==> src/include/arc_pkg.sv <==
// Constants, types and helpers for one ARINC 429 receive channel.
// Assumes a 20 MHz mclk and an external 1 MHz sampling reference.
package arc_pkg;

  localparam int ARC_MCLK_PERIOD_NS = 50;
  localparam int ARC_REF_PERIOD_NS = 1000;
  // Reference period in mclk cycles at the nominal 1 MHz reference
  localparam int ARC_REF_CYCLES = ARC_REF_PERIOD_NS / ARC_MCLK_PERIOD_NS;

  localparam int ARC_WORD_W = 32;
  localparam int ARC_LBL_W = 8;
  localparam int ARC_LBL_N = 16;
  localparam int ARC_SR_W = 10;

  // Bit positions inside a stored word (index 0 is ARINC bit 1)
  localparam int ARC_POS_PAR = 31;
  localparam int ARC_POS_B10 = 9;
  localparam int ARC_POS_B9 = 8;

  localparam logic [5:0] ARC_LAST_BIT = 6'h1f;
  localparam logic [3:0] ARC_SPACE_MIN = 4'h8;
  localparam logic [3:0] ARC_SPACE_MAX = 4'hc;
  localparam logic [3:0] ARC_SPACE_SAT = 4'hd;
  localparam logic [3:0] ARC_GAP_LAST = 4'h9;
  localparam logic [1:0] ARC_GAP_NEED = 2'h3;
  localparam logic [2:0] ARC_SLOW_LAST = 3'h7;
  localparam logic [5:0] ARC_TX_HALF_FAST = 6'h05;
  localparam logic [5:0] ARC_TX_HALF_SLOW = 6'h28;
  localparam logic [2:0] ARC_FIFO_N = 3'h4;
  localparam logic [1:0] ARC_PTR_ONE = 2'h1;
  localparam logic [2:0] ARC_CNT_ONE = 3'h1;

  typedef enum logic [1:0] {
    ARC_RX_GAP = 2'b00,
    ARC_RX_WORD = 2'b01
  } arc_rx_state_e;

  // Three consecutive ones anywhere in a five-sample half
  function automatic logic arc_run3(input logic [4:0] v);
    arc_run3 = (v[0] & v[1] & v[2]) | (v[1] & v[2] & v[3]) | (v[2] & v[3] & v[4]);
  endfunction

  function automatic logic [7:0] arc_rev8(input logic [7:0] v);
    arc_rev8 = {v[0], v[1], v[2], v[3], v[4], v[5], v[6], v[7]};
  endfunction

endpackage

==> src/rtl/arc_word_buf.sv <==
// Two-entry buffer with valid and ready on both sides.
// Assumes one clock; clr drops both entries at once.
module arc_word_buf #(
  parameter int W = 32
) (
  input wire logic mclk,
  input wire logic resetn,
  input wire logic clr,
  input wire logic in_valid,
  output logic in_ready,
  input wire logic [W-1:0] in_data,
  output logic out_valid,
  input wire logic out_ready,
  output logic [W-1:0] out_data
);

  typedef struct packed {
    logic out_v;
    logic [W-1:0] out_d;
    logic skid_v;
    logic [W-1:0] skid_d;
  } arc_buf_s;

  arc_buf_s s_q;
  arc_buf_s s_d;
  logic take;

  // Ready comes from a flop, so the source never sees a combinational loop
  assign in_ready = ~s_q.skid_v;
  assign out_valid = s_q.out_v;
  assign out_data = s_q.out_d;

  always_comb begin
    s_d = s_q;
    take = in_valid & ~s_q.skid_v;
    if (!s_q.out_v || out_ready) begin
      if (s_q.skid_v) begin
        s_d.out_d = s_q.skid_d;
        s_d.skid_v = 1'b0;
      end else begin
        s_d.out_v = take;
        s_d.out_d = in_data;
      end
    end else if (take) begin
      s_d.skid_v = 1'b1;
      s_d.skid_d = in_data;
    end
    if (clr) begin
      s_d.out_v = 1'b0;
      s_d.skid_v = 1'b0;
    end
  end

  always_ff @(posedge mclk) begin
    if (!resetn) begin
      s_q <= '0;
    end else begin
      s_q <= s_d;
    end
  end

endmodule // arc_word_buf

==> src/rtl/arc_rx_channel.sv <==
// One ARINC 429 receive channel with label filter, word queue and test transmitter.
// Assumes line receiver band pins and a 1 MHz reference, both asynchronous to mclk.
module arc_rx_channel
  import arc_pkg::*;
(
  input wire logic mclk,
  input wire logic resetn,
  input wire logic sample_ref_in,
  input wire logic line_one_band,
  input wire logic line_zero_band,
  input wire logic line_null_band,
  input wire logic rate_high_speed,
  input wire logic label_filter_enable,
  input wire logic sdi_decoder_enable,
  input wire logic bit10_match_value,
  input wire logic bit9_match_value,
  input wire logic loopback_select_n,
  input wire logic parity_check_enable,
  input wire logic channel_reset_bit,
  input wire logic label_order_select,
  input wire logic ctrl_wr,
  input wire logic lbl_wr_en,
  input wire logic [3:0] lbl_wr_idx,
  input wire logic [7:0] lbl_wr_data,
  input wire logic [3:0] lbl_rd_idx,
  output logic [7:0] lbl_rd_data,
  input wire logic word_rd_ready,
  output logic word_rd_valid,
  output logic [31:0] word_rd_data,
  input wire logic tx_load,
  input wire logic tx_high_speed,
  input wire logic [31:0] tx_word,
  output logic tx_high_level_out,
  output logic tx_low_level_out,
  output logic end_of_word_strobe,
  output logic fifo_empty_flags,
  output logic fifo_full_flags
);

  typedef struct packed {
    logic [2:0] ref_sy;
    logic ref_f;
    logic [2:0] band_s1, band_s2, band_s3, band_f, pre;
    logic [ARC_SR_W-1:0] one_sr, zero_sr, null_sr;
    logic det;
    arc_rx_state_e st;
    logic [3:0] gap_tmr;
    logic [1:0] gap_cnt;
    logic [3:0] space;
    logic [5:0] bits;
    logic [ARC_WORD_W-1:0] word;
    logic eow;
    logic [ARC_LBL_N-1:0][ARC_LBL_W-1:0] lbl;
    logic [ARC_LBL_W-1:0] lbl_rd;
    logic [3:0][ARC_WORD_W-1:0] fifo;
    logic [1:0] wr, rd;
    logic [2:0] cnt;
    logic empty, full;
    logic [ARC_WORD_W-1:0] tx_sh;
    logic [5:0] tx_bits, tx_tmr;
    logic tx_null, tx_act, tx_fast, tx_hi, tx_lo;
  } arc_chan_s;

  arc_chan_s s_q;
  arc_chan_s s_d;

  logic tick, samp, det_now, bit_now, rise, done, keep, push, pop, chan_rst;
  logic buf_ready, buf_valid;
  logic [2:0] src, cnt_n;
  logic [3:0] space_n;
  logic [5:0] tx_half;
  logic [ARC_WORD_W-1:0] done_word, fin_word, head_fmt;
  logic [ARC_LBL_W-1:0] cand_lbl;
  logic [ARC_LBL_N-1:0] lbl_hit;

  // Word as it stands with the current bit shifted in; index 0 is ARINC bit 1
  assign bit_now = arc_run3(s_q.one_sr[9:5]);
  assign done_word = {bit_now, s_q.word[ARC_WORD_W-1:1]};
  assign cand_lbl = arc_rev8(done_word[7:0]);

  genvar gi;
  generate
    for (gi = 0; gi < ARC_LBL_N; gi++) begin : g_lbl
      assign lbl_hit[gi] = (s_q.lbl[gi] == cand_lbl);
    end
  endgenerate

  // Oldest word, packed in host read order
  assign head_fmt = {s_q.fifo[s_q.rd][ARC_WORD_W-1:8],
    label_order_select ? s_q.fifo[s_q.rd][7:0] : arc_rev8(s_q.fifo[s_q.rd][7:0])};

  always_comb begin
    s_d = s_q;
    chan_rst = channel_reset_bit | ctrl_wr;

    // Pin inputs: three flops, a change counts once stages two and three agree
    s_d.ref_sy = {s_q.ref_sy[1:0], sample_ref_in};
    tick = 1'b0;
    if (s_q.ref_sy[1] == s_q.ref_sy[2]) begin
      s_d.ref_f = s_q.ref_sy[2];
      tick = s_q.ref_sy[2] & ~s_q.ref_f;
    end
    s_d.band_s1 = {line_one_band, line_zero_band, line_null_band};
    s_d.band_s2 = s_q.band_s1;
    s_d.band_s3 = s_q.band_s2;
    s_d.band_f = (~(s_q.band_s2 ^ s_q.band_s3) & s_q.band_s3) |
      ((s_q.band_s2 ^ s_q.band_s3) & s_q.band_f);

    // Low speed samples every eighth reference tick
    if (tick) begin
      s_d.pre = s_q.pre + 3'h1;
    end
    samp = tick & (rate_high_speed | (s_q.pre == ARC_SLOW_LAST));

    // Test transmitter, first loaded bit goes out first
    tx_half = s_q.tx_fast ? ARC_TX_HALF_FAST : ARC_TX_HALF_SLOW;
    if (tx_load) begin
      s_d.tx_sh = tx_word;
      s_d.tx_bits = '0;
      s_d.tx_tmr = '0;
      s_d.tx_null = 1'b0;
      s_d.tx_act = 1'b1;
      s_d.tx_fast = tx_high_speed;
    end else if (s_q.tx_act && tick) begin
      if (s_q.tx_tmr == tx_half - 6'h01) begin
        s_d.tx_tmr = '0;
        if (!s_q.tx_null) begin
          s_d.tx_null = 1'b1;
        end else begin
          s_d.tx_null = 1'b0;
          s_d.tx_sh = {1'b0, s_q.tx_sh[ARC_WORD_W-1:1]};
          s_d.tx_bits = s_q.tx_bits + 6'h01;
          s_d.tx_act = (s_q.tx_bits != ARC_LAST_BIT);
        end
      end else begin
        s_d.tx_tmr = s_q.tx_tmr + 6'h01;
      end
    end
    s_d.tx_hi = s_d.tx_act & ~s_d.tx_null & s_d.tx_sh[0];
    s_d.tx_lo = s_d.tx_act & ~s_d.tx_null & ~s_d.tx_sh[0];

    // Loopback takes the transmitter only when its rate matches ours
    if (!loopback_select_n) begin
      src = (s_q.tx_fast == rate_high_speed) ?
        {s_q.tx_hi, s_q.tx_lo, ~s_q.tx_hi & ~s_q.tx_lo} : 3'h0;
    end else begin
      src = s_q.band_f;
    end

    // Sample registers, newest sample at bit 0
    det_now = (arc_run3(s_q.one_sr[9:5]) | arc_run3(s_q.zero_sr[9:5])) &
      arc_run3(s_q.null_sr[4:0]);
    rise = 1'b0;
    done = 1'b0;
    space_n = (s_q.space == ARC_SPACE_SAT) ? s_q.space : s_q.space + 4'h1;
    if (samp) begin
      s_d.one_sr = {s_q.one_sr[ARC_SR_W-2:0], src[2]};
      s_d.zero_sr = {s_q.zero_sr[ARC_SR_W-2:0], src[1]};
      s_d.null_sr = {s_q.null_sr[ARC_SR_W-2:0], src[0]};
      s_d.det = det_now;
      rise = det_now & ~s_q.det;
      case (s_q.st)
        ARC_RX_GAP: begin
          s_d.gap_tmr = s_q.gap_tmr + 4'h1;
          if (s_q.gap_tmr == ARC_GAP_LAST) begin
            s_d.gap_tmr = '0;
            if (arc_run3(s_q.null_sr[9:5]) && arc_run3(s_q.null_sr[4:0])) begin
              s_d.gap_cnt = s_q.gap_cnt + 2'h1;
              if (s_q.gap_cnt + 2'h1 == ARC_GAP_NEED) begin
                s_d.st = ARC_RX_WORD;
                s_d.bits = '0;
                s_d.space = '0;
              end
            end else begin
              s_d.gap_cnt = '0;
            end
          end
        end
        ARC_RX_WORD: begin
          if (s_q.bits != 6'h00) begin
            s_d.space = space_n;
          end
          if (rise) begin
            if (s_q.bits != 6'h00 && (space_n < ARC_SPACE_MIN || space_n > ARC_SPACE_MAX)) begin
              s_d.st = ARC_RX_GAP;
              s_d.gap_cnt = '0;
              s_d.gap_tmr = '0;
            end else begin
              s_d.word = done_word;
              s_d.space = '0;
              s_d.bits = s_q.bits + 6'h01;
              if (s_q.bits == ARC_LAST_BIT) begin
                done = 1'b1;
                s_d.st = ARC_RX_GAP;
                s_d.gap_cnt = '0;
                s_d.gap_tmr = '0;
                s_d.bits = '0;
              end
            end
          end else if (s_q.bits != 6'h00 && space_n > ARC_SPACE_MAX) begin
            s_d.st = ARC_RX_GAP;
            s_d.gap_cnt = '0;
            s_d.gap_tmr = '0;
          end
        end
        default: begin
          s_d.st = ARC_RX_GAP;
        end
      endcase
    end

    // Parity flag and load filter
    fin_word = done_word;
    if (parity_check_enable) begin
      fin_word[ARC_POS_PAR] = ~(^done_word);
    end
    keep = (!label_filter_enable || (|lbl_hit)) &&
      (!sdi_decoder_enable || (fin_word[ARC_POS_B10] == bit10_match_value &&
      fin_word[ARC_POS_B9] == bit9_match_value));
    s_d.eow = done;
    push = done & keep;

    // Queue; the buffer pulls the oldest word whenever it has room
    pop = (s_q.cnt != 3'h0) & buf_ready;
    cnt_n = s_q.cnt;
    if (pop) begin
      s_d.rd = s_q.rd + ARC_PTR_ONE;
      cnt_n = cnt_n - ARC_CNT_ONE;
    end
    if (push) begin
      if (cnt_n == ARC_FIFO_N) begin
        s_d.fifo[s_q.wr - ARC_PTR_ONE] = fin_word;
      end else begin
        s_d.fifo[s_q.wr] = fin_word;
        s_d.wr = s_q.wr + ARC_PTR_ONE;
        cnt_n = cnt_n + ARC_CNT_ONE;
      end
    end
    s_d.cnt = cnt_n;
    // Empty lags the host's last take by one cycle, never leads a load
    s_d.empty = (cnt_n == 3'h0) & ~pop & ~buf_valid;
    s_d.full = (cnt_n == ARC_FIFO_N);

    // Label table access
    if (lbl_wr_en) begin
      s_d.lbl[lbl_wr_idx] = lbl_wr_data;
    end
    s_d.lbl_rd = s_q.lbl[lbl_rd_idx];

    if (ctrl_wr) begin
      s_d.lbl = '0;
    end
    if (chan_rst) begin
      s_d.st = ARC_RX_GAP;
      s_d.gap_cnt = '0;
      s_d.gap_tmr = '0;
      s_d.bits = '0;
      s_d.space = '0;
      s_d.det = 1'b0;
      s_d.one_sr = '0;
      s_d.zero_sr = '0;
      s_d.null_sr = '0;
      s_d.eow = 1'b0;
      s_d.cnt = '0;
      s_d.wr = '0;
      s_d.rd = '0;
      s_d.empty = 1'b1;
      s_d.full = 1'b0;
    end
  end

  always_ff @(posedge mclk) begin
    if (!resetn) begin
      s_q <= '0;
      s_q.empty <= 1'b1;
    end else begin
      s_q <= s_d;
    end
  end

  arc_word_buf #(
    .W(ARC_WORD_W)
  ) u_buf (
    .mclk(mclk),
    .resetn(resetn),
    .clr(chan_rst),
    .in_valid(s_q.cnt != 3'h0),
    .in_ready(buf_ready),
    .in_data(head_fmt),
    .out_valid(buf_valid),
    .out_ready(word_rd_ready),
    .out_data(word_rd_data)
  );

  assign word_rd_valid = buf_valid;
  assign lbl_rd_data = s_q.lbl_rd;
  assign tx_high_level_out = s_q.tx_hi;
  assign tx_low_level_out = s_q.tx_lo;
  assign end_of_word_strobe = s_q.eow;
  assign fifo_empty_flags = s_q.empty;
  assign fifo_full_flags = s_q.full;
endmodule // arc_rx_channel

==> config.mk <==
export PLATFORM = sky130hd
export DESIGN_NAME = arc_rx_channel
export DESIGN_NICKNAME = d
export VERILOG_FILES = /design/src/include/arc_pkg.sv /design/src/rtl/arc_word_buf.sv /design/src/rtl/arc_rx_channel.sv
export SDC_FILE = /design/constraint.sdc
export NUM_CORES = 1
export LEC_CHECK = 0
export ABC_AREA = 1
export CAP_MARGIN = 10
export CORE_MARGIN = 4
export CORE_UTILIZATION = 30
export CTS_BUF_LIST = sky130_fd_sc_hd__clkbuf_2 sky130_fd_sc_hd__clkbuf_4 sky130_fd_sc_hd__clkbuf_8
export DETAILED_ROUTE_END_ITERATION = 12
export DONT_BUFFER_PORTS = 1
export GPL_TIMING_DRIVEN = 0
export PLACE_DENSITY = 0.47
export REMOVE_ABC_BUFFERS = 1
export SYNTH_ARGS = -nofsm -noshare
export SYNTH_HDL_FRONTEND = slang
export SYNTH_SLANG_ARGS = --single-unit
==> constraint.sdc <==
create_clock -name mclk -period 6.03 [get_ports mclk]
set_clock_uncertainty 0.05 [all_clocks]
set_input_delay 1.206 -clock mclk [delete_from_list [all_inputs] [get_ports mclk]]
set_output_delay 1.206 -clock mclk [all_outputs]
set_load 0.05 [all_outputs]
# Word-level counts from Yosys, hierarchy flattened
# Cells that the tools add are included.
[totals]
regBits = 489
in_bits = 68
out_inout_bits = 46
wordCells = 278
[classes]
add_sub_neg = 13
n_lt_le_gt_ge = 10
eq_ne = 37
muxes = 54
bitwise = 66
n_reduce_logical = 41
[op_table]
columns = ["operator", "count"]
rows = [
  ["bitwise mux 128 bit", 3],
  ["demux 32 bit (select 2 bit)", 2],
  ["equality test 8 bit", 16],
  ["2-to-1 mux 128 bit", 1],
  ["2-to-1 mux 32 bit", 4],
  ["2-to-1 mux 46 bit", 2],
  ["2-to-1 mux 42 bit", 2],
  ["2-to-1 mux 38 bit", 2],
  ["binary-select mux 32 bit (select 2 bit)", 1],
  ["2-to-1 mux 8 bit", 7],
  ["bitwise AND 1 bit", 36],
  ["binary-select mux 8 bit (select 4 bit)", 1],
  ["demux 8 bit (select 4 bit)", 1],
  ["one-hot mux 16 bit (2 select lines)", 1],
  ["parity 32 bit", 1],
  ["2-to-1 mux 10 bit", 2],
  ["adder 6 x 1 -> 6 bit, second input constant", 3],
  ["2-to-1 mux 18 bit", 1],
  ["2-to-1 mux 6 bit", 3],
  ["OR reduction 16 bit", 1],
  ["2-to-1 mux 3 bit", 5],
  ["NOT 1 bit", 14],
  ["OR 1 bit", 11],
  ["< comparator 4 x 5 -> 1 bit, second input constant", 2],
  ["46 further kinds", 99],
]

# Depth between registers and ports, before layout
# Gate-level depths: netlist of the first run.
[logic_depth]
word_depth = 15
mapped_depth = 18
depth_no_buf = 17

# Cells and area by module
# A second synthesis of the first run with hierarchy kept.
[unflattened]
cells_unflattened = 3365
area_unflattened_um2 = 23349.9
[modules_own_cells]
columns = ["module", "instances", "cells_per_inst", "area_per_inst_um2", "seq_area_each_um2"]
rows = [
  ["arc_rx_channel", 1, 2903, 20234.4, 8428.1],
  ["arc_word_buf", 1, 462, 3115.5, 1321.3],
]

# Worst setup path before layout of the first run
# Ideal clock, no wire load.
[synth_path]
path_kind = "input to register"
from = "input port word_rd_ready"
to = "register u_buf.s_q[7] (netlist name)"
setup_time_ns = 0.116
t_arrival_ns = 2.604
required_time_ns = 5.864
setup_slack_ns = 3.261
path_stages = 8
path_buffers = 2
cell_sequence = "nor2_1 clkinv_1 nor2_1 inv_1 buf_2 clkbuf_1 o21ai_0 inv_1"
[synth_between]
elab_chain_cells = 3
[synth_rtl]
columns = ["element", "line", "text"]
rows = [
  ["start, declared", "arc_rx_channel.sv:27", "input wire logic word_rd_ready,"],
  ["logical OR 1 bit", "arc_word_buf.sv:36", "if (!s_q.out_v || out_ready) begin"],
  ["NOT 1 bit (no source line)", "--", ""],
  ["AND reduction 2 bit (no source line)", "--", ""],
  ["end signal, assigned", "arc_word_buf.sv:56", "s_q <= '0;"],
  ["end signal, assigned", "arc_word_buf.sv:58", "s_q <= s_d;"],
  ["end, declared", "arc_word_buf.sv:24", "arc_buf_s s_q;"],
]
# No other way between the ends.
# A chain may end at the register's enable or synchronous reset.

# Worst setup path after layout of the first run
[layout_path]
from = "register s_q, in the netlist cand_lbl[2]"
to = "register s_q[88] (netlist name)"
[layout_between]
elab_chain_cells = 5
elab_cells_between_ends = 20
classes_between = "eq/ne (16); bitwise (1); reduce/logical (3)"
[layout_rtl]
columns = ["element", "line", "text"]
rows = [
  ["start, declared", "arc_rx_channel.sv:64", "arc_chan_s s_q;"],
  ["equality test 8 bit", "arc_rx_channel.sv:84", "assign lbl_hit[gi] = (s_q.lbl[gi] == cand_lbl);"],
  ["OR reduction 16 bit *", "arc_rx_channel.sv:217", "keep = (!label_filter_enable || (|lbl_hit)) &&"],
  ["logical OR 1 bit *", "arc_rx_channel.sv:217", ""],
  ["logical AND 1 bit *", "arc_rx_channel.sv:217", ""],
  ["bitwise AND 1 bit *", "arc_rx_channel.sv:221", "push = done & keep;"],
]
# Mark *: on every way between the ends. The rest lies on a longest branch, timed or not.

==> results of run 1 <==
## cells in the final DEF (no fill, tap or decap), types with 8 or more instances in the layout
cell type / synthesis / layout
o21ai_1: 15 / 14
xnor2_1: 51 / 51
a211oi_1: 13 / 13
inv_1: 221 / 220
clkbuf_4: 0 / 36
nand2_1: 426 / 425
o21ai_0: 520 / 520
nand4_1: 29 / 29
a21oi_1: 313 / 313
clkbuf_8: 0 / 112
o22ai_1: 24 / 24
o211ai_1: 28 / 28
dfxtp_1: 487 / 485
nor2_1: 511 / 507
nor2_4: 6 / 8
nor3_1: 11 / 10
ha_1: 20 / 20
clkinv_2: 0 / 8
xor2_1: 54 / 54
a31oi_1: 32 / 32
nor2_2: 7 / 9
inv_2: 17 / 18
nand3_1: 101 / 101
## per-layer routing
| layer | up-vias | track usage (%) | wire, µm |
|---|---|---|---|
| met1 | 9131 | 22.7 | 32600 |
| met3 | 108 | 3.22 | 3350 |
| met4 | 0 | 4.51 | 1540 |
| li1 | 10200 | - | - |
| met2 | 422 | 26.3 | 30700 |
| met5 | - | 0 | 0 |
## through the flow
step	setup slack, ps	util, %	power [mW]	hold WS (ps)	cell area [µm²]
floorplan	1020	-	3.48	340	21400
global placement	-3410	30.2	3.55	343	22600
detailed placement	1320	30.7	3.56	346	23000
CTS	1340	33.3	7.04	360	25000
global route	1040	33.3	7.21	376	25000
finish	1430	33.3	6.91	359	25000
## worst max path at each step
stage	slack [ps]	cells after the start	start	end
after CTS	1340	13	cand_lbl[2]	s_q[88]
after global routing	1040	13	cand_lbl[3]	s_q[66]
after detailed placement	1320	13	cand_lbl[3]	s_q[68]
final	1430	13	cand_lbl[2]	s_q[88]
after floorplan	1020	8	resetn	s_q[365]
after global placement	-3410	8	resetn	s_q[365]
## logic make-up (layout without fill, tap and decap cells)
family / after synthesis / after routing / synth area share, %
other cells: 0 / 1 / 0
compound gates: 960 / 960 / 22.0
fa+ha+maj: 20 / 20 / 1.10
buf+inv: 511 / 420 / 10.1
flops: 487 / 487 / 42.7
simple gates: 1119 / 1119 / 20.0
xor+xnor: 105 / 105 / 4.03
## power by group through the flow
stage / combinational [mW] / clock, mW / sequential, mW
6_report: 0.210 / 3.42 / 3.28
5_1_grt: 0.236 / 3.69 / 3.28
4_1_cts: 0.211 / 3.55 / 3.28
3_5_place_dp: 0.210 / 0 / 3.35
3_3_place_gp: 0.202 / 0 / 3.35
2_1_floorplan: 0.136 / 0 / 3.35
## worst max-delay path: stages, from the launching register on
cell and delay [ps]:
dfxtp_1 990, inv_2 420, nand2_1 140, nand4_1 100, nor3_1 280, nand2_1 80
nand3_1 110, nor2_1 70, nand2_2 200, nand2_4 150, nor2_4 920, inv_2 590
nor2_1 220, nor2_1 60
## state kept, by name (all words and copies together) (netlist names), 8 cells and up
name            cells
u_buf.s_q          33
u_buf.out_data     32
s_d                 8
cand_lbl            8
lbl_rd_data         8
s_q               369
done_word          23
## cell type report
cell class	count	share of cell area, %
multi-input cells	2204	43.3
flip-flops and latches	487	39.0
clock buffers	148	7.25
well taps	969	4.85
inverters	242	3.64
repair buffers	16	1.40
clock inverters	14	0.541
diodes	1	0.0100
==> flow_metrics.tcl, run 1 <==
set metrics [dict create \
    status "finished clean" \
    p_seq_share_pct 47.5 \
    min_from "s_d[414]" \
    synth_edf_count 0 \
    r2r_start "cand_lbl[2]" \
    clock_power_share_pct 49.5 \
    finalHoldViolCount 0 \
    cts_setup_buffers 0 \
    setup_tns_ps 0 \
    pwr-share-comb_pct 3.0 \
    die_w_um 284 \
    timing.slew.headroom_pct 19.3 \
    synthTopCellsByCount "o21ai_0, nor2_1, dfxtp_1" \
    tightest_slew_ps 1210 \
    die_h_um 284 \
    switchingPower_mw 1.65 \
    fp.coreArea_mm2 0.0749 \
    powerDensity_mw_per_mm2 277 \
    grt_max_degree 234 \
    fill_cells 8139 \
    slew_violations 0 \
    antenna_found_initial 1 \
    ctsResizeCount 0 \
    seq_area_frac_synth_pct 42.7 \
    synth_cells 3202 \
    cts_buffer_depth 3 \
    ir_worst_vdd_uv 132 \
    reg2reg_to "s_q[88]" \
    grt-ovfl-total 0 \
    grt_pass1_wl_um 108000 \
    drt-total-wl_um 68200 \
    synth_largest_area_cell "dfxtp_1" \
    crit_type "reg2reg" \
    rsz0062_at_grt "false" \
    intPower_mw 5.26 \
    hp-class "reg2reg" \
    power_leakage_nw 10.1 \
    cts-root-buf "clkbuf_8" \
    ys.flop_type "dfxtp_1" \
    r2r_setup_slack_ps 1430 \
    setup_viol 0 \
    regArea_mm2 0.00975 \
    placed_cells_incl_taps 3918 \
    synth.distinct_cells 46 \
    area_delta_synth_final_pct 9.45 \
    cap_violations 0 \
    synth-async-reset-ratio_pct 0 \
    max_freq_ghz 0.218 \
    cts_tree "done" \
    ioPinCount 114 \
    crit_arrival_ps 5100 \
    hold_depth 2 \
    grt_usage_pct 16.5 \
    viasPerCell 4.86 \
    start_kind "flip-flop" \
    syn_area_mm2 0.0228 \
    rows 100 \
    cp.required_ps 6530 \
    multi_input_area_mm2 0.0108 \
    worstSkewPairLatency_ps 700 \
    drt_iter0_drc 1507 \
    cts_hold_buffers 0 \
    routedWlPerCell_um 16.7 \
    ys_warn_count 0 \
    worstRegToRegCells 13 \
    ys_top_cells_by_area "dfxtp_1, o21ai_0, nor2_1, nand2_1, a21oi_1" \
    drive_gt1_share_pct 7.52 \
    start_util_pct 30.5 \
    worstPathMaxFanout 42 \
    synth_area_per_cell_um2 7.13 \
    hpwl_um 41600 \
    holdPathEnd "s_d[411]" \
    gp_congestion 0.784 \
    synth_top_area_share_pct 42.7 \
    dieArea_mm2 0.0806 \
    drc_errors 0 \
    clk_pin_slew_ps 60 \
    htreeDepth 3 \
    grt_pass1_vias 18500 \
    fin_nets 3130 \
    antenna_violating_nets_post_route 0 \
    swShare_pct 23.9 \
    cts_sinks 487 \
    cts_buffers 91 \
    io_buffers 0 \
    firstDrtPassIters 7 \
    finalCritPeriodShare_pct 76.2 \
    end_kind "flip-flop" \
    vias 19800 \
    yosysMostFrequentCell "o21ai_0" \
    ys_seq_elements 487 \
    fin_crit_ps 4600 \
    layoutNonFillerInstCount 4081 \
]
No activity file was read; power rests on OpenSTA's default activity.
==> run 2: changes to the inputs <==
Settings changed: ABC_AREA 1 to 0.
Clock period 6.03 ns to 4.5 ns, I/O delays scaled along.
==> flow_metrics.tcl, run 2 <==
set metrics [dict create \
    status "finished clean" \
    synth_largest_area_cell "dfxtp_1" \
    cp.required_ps 5010 \
    finalCritPeriodShare_pct 89.2 \
    cts_sinks 487 \
    tightest_slew_ps 1270 \
    grt-ovfl-total 0 \
    critPathMaxStageDelay_ps 860 \
    ys_top_cells_by_area "dfxtp_1, mux2i_1, mux4_2, nand2_1, nor2b_1" \
    seq_area_frac_synth_pct 42.0 \
    ir_worst_vdd_uv 196 \
    power_leakage_nw 9.85 \
    ctsResizeCount 0 \
    r2r_setup_slack_ps 490 \
    grt_max_degree 288 \
    yosysMostFrequentCell "dfxtp_1" \
    start_util_pct 30.4 \
    cts_hold_buffers 0 \
    fill_cells 7797 \
    io_buffers 0 \
    die_w_um 286 \
    place_ws_ps 468 \
    cap_violations 0 \
    cts_setup_buffers 0 \
    crit_type "reg2reg" \
    firstDrtPassIters 5 \
    finalHoldViolCount 0 \
    cp_slowest_cell "dfxtp_1" \
    layout_common_cells "dfxtp_1, mux2i_1, nand2_1, nor2_1, nor2b_1" \
    cts-root-buf "clkbuf_8" \
    layout_commonest_cell "dfxtp_1" \
    fp.coreArea_mm2 0.0763 \
    cts_buffer_depth 3 \
    area_delta_synth_final_pct 11.5 \
    slew_violations 0 \
    synth_cells 2383 \
    htreeDepth 3 \
    setup_tns_ps 0 \
    worstSkewPairLatency_ps 680 \
    rows 101 \
    clk_pin_slew_ps 60 \
    cts_tree "done" \
    drt-total-wl_um 57500 \
    largest_reg_flops 369 \
    worstPathMaxFanout 17 \
    ys.flop_type "dfxtp_1" \
    max_freq_ghz 0.249 \
    fin_ws_ps 487 \
    synth_area_per_cell_um2 9.75 \
    end_kind "flip-flop" \
    ioPinCount 114 \
    fin_crit_ps 4010 \
    drt_iter0_drc 824 \
    layoutNonFillerInstCount 3362 \
    synth_top_area_share_pct 42.0 \
    grt_pass1_vias 16000 \
    antenna_violating_nets_post_route 0 \
    fin_nets 2354 \
    synth_edf_count 0 \
    hpwl_um 37300 \
    finalPower_mw 9.12 \
    dieArea_mm2 0.0819 \
    drc_errors 0 \
    worstPathCellList "nor2_1 > xnor2_1 > inv_1 > ha_1 > a21bo_2 > mux2_2 > nand2_1 > a21oi_4 > buf_12 > mux2i_1 > nor2b_1" \
    powerDensity_mw_per_mm2 352 \
    synth.distinct_cells 62 \
    placed_cells_incl_taps 3202 \
    ys_warn_count 0 \
    vias 15900 \
    grt_pass1_wl_um 91400 \
    viasPerCell 4.74 \
    start_kind "flip-flop" \
    crit_arrival_ps 4520 \
    hp-class "in2reg" \
    syn_area_mm2 0.0232 \
    cts_buffers 91 \
    routedWlPerCell_um 17.1 \
    grt_usage_pct 13.9 \
    regMostFlops "s_q" \
    synth-async-reset-ratio_pct 0 \
    gp_congestion 0.828 \
    rsz0062_at_grt "false" \
    die_h_um 286 \
    drive_gt1_share_pct 12.0 \
    timing.slew.headroom_pct 15.1 \
    synthTopCellsByCount "dfxtp_1, mux2i_1, nand2_1" \
    antenna_found_initial 3 \
    setup_viol 0 \
    ys_seq_elements 487 \
]
run 2: layout make-up:
class	count	area, µm²	area share [%]
Timing Repair Buffer	21	485	1.87
Sequential cell	487	9760	37.7
Multi-Input combinational cell	1643	12300	47.6
Antenna cell	1	2.50	0.00966
Inverter	22	82.6	0.319
Clock inverter	21	220	0.850
Tap cell	1030	1290	4.98
Clock buffer	137	1740	6.70
run 2: final timing paths:
kind | startpoint | end | depth (start not counted)
worst max-delay path | u_buf.s_q[32] | s_q[93] | 11
worst min-delay path | line_zero_band | s_d[414] | 1
worst max register to register | u_buf.s_q[32] | s_q[93] | 11
worst min register to register | s_d[415] | s_d[412] | 1
run 2: cell families after synthesis:
kind of cell / synth area share [%]
simple gates: 16.9
flops: 42.0
mux: 21.3
buf+inv: 5.21
compound gates: 6.66
xor+xnor: 6.83
fa+ha+maj: 1.08
run 2: power breakdown:
group | switching, mW | internal, mW
Combinational | 0.0755 | 0.0988
Sequential | 0.0227 | 4.34
Clock | 1.98 | 2.60
run 2: routing by layer:
metal	part of all wire (%)	GRT usage [%]	vias up
li1	-	-	7843
met4	2.2	4.21	0
met2	45	22.4	245
met5	0	0	-
met1	48	18.6	7734
met3	4.2	3.03	98
run 2: worst max-delay path: cells and delay by family (launching register included):
kind,cells,cell delay (ps)
AO/OA/AOI/OAI,2,1020
flip-flops,1,860
adder cells (fa/ha/maj),1,200
buffers and inverters,2,380
XOR/XNOR,1,510
AND/OR/NAND/NOR,3,440
multiplexers,2,410
run 2: stage by stage:
stage / instance area, µm² / hold WS [ps] / util [%]
floorplan: 22100 / 362 / -
global placement: 23400 / 369 / 30.6
detailed placement: 23900 / 372 / 31.3
CTS: 25900 / 213 / 33.9
global route: 25900 / 221 / 33.9
finish: 25900 / 294 / 33.9
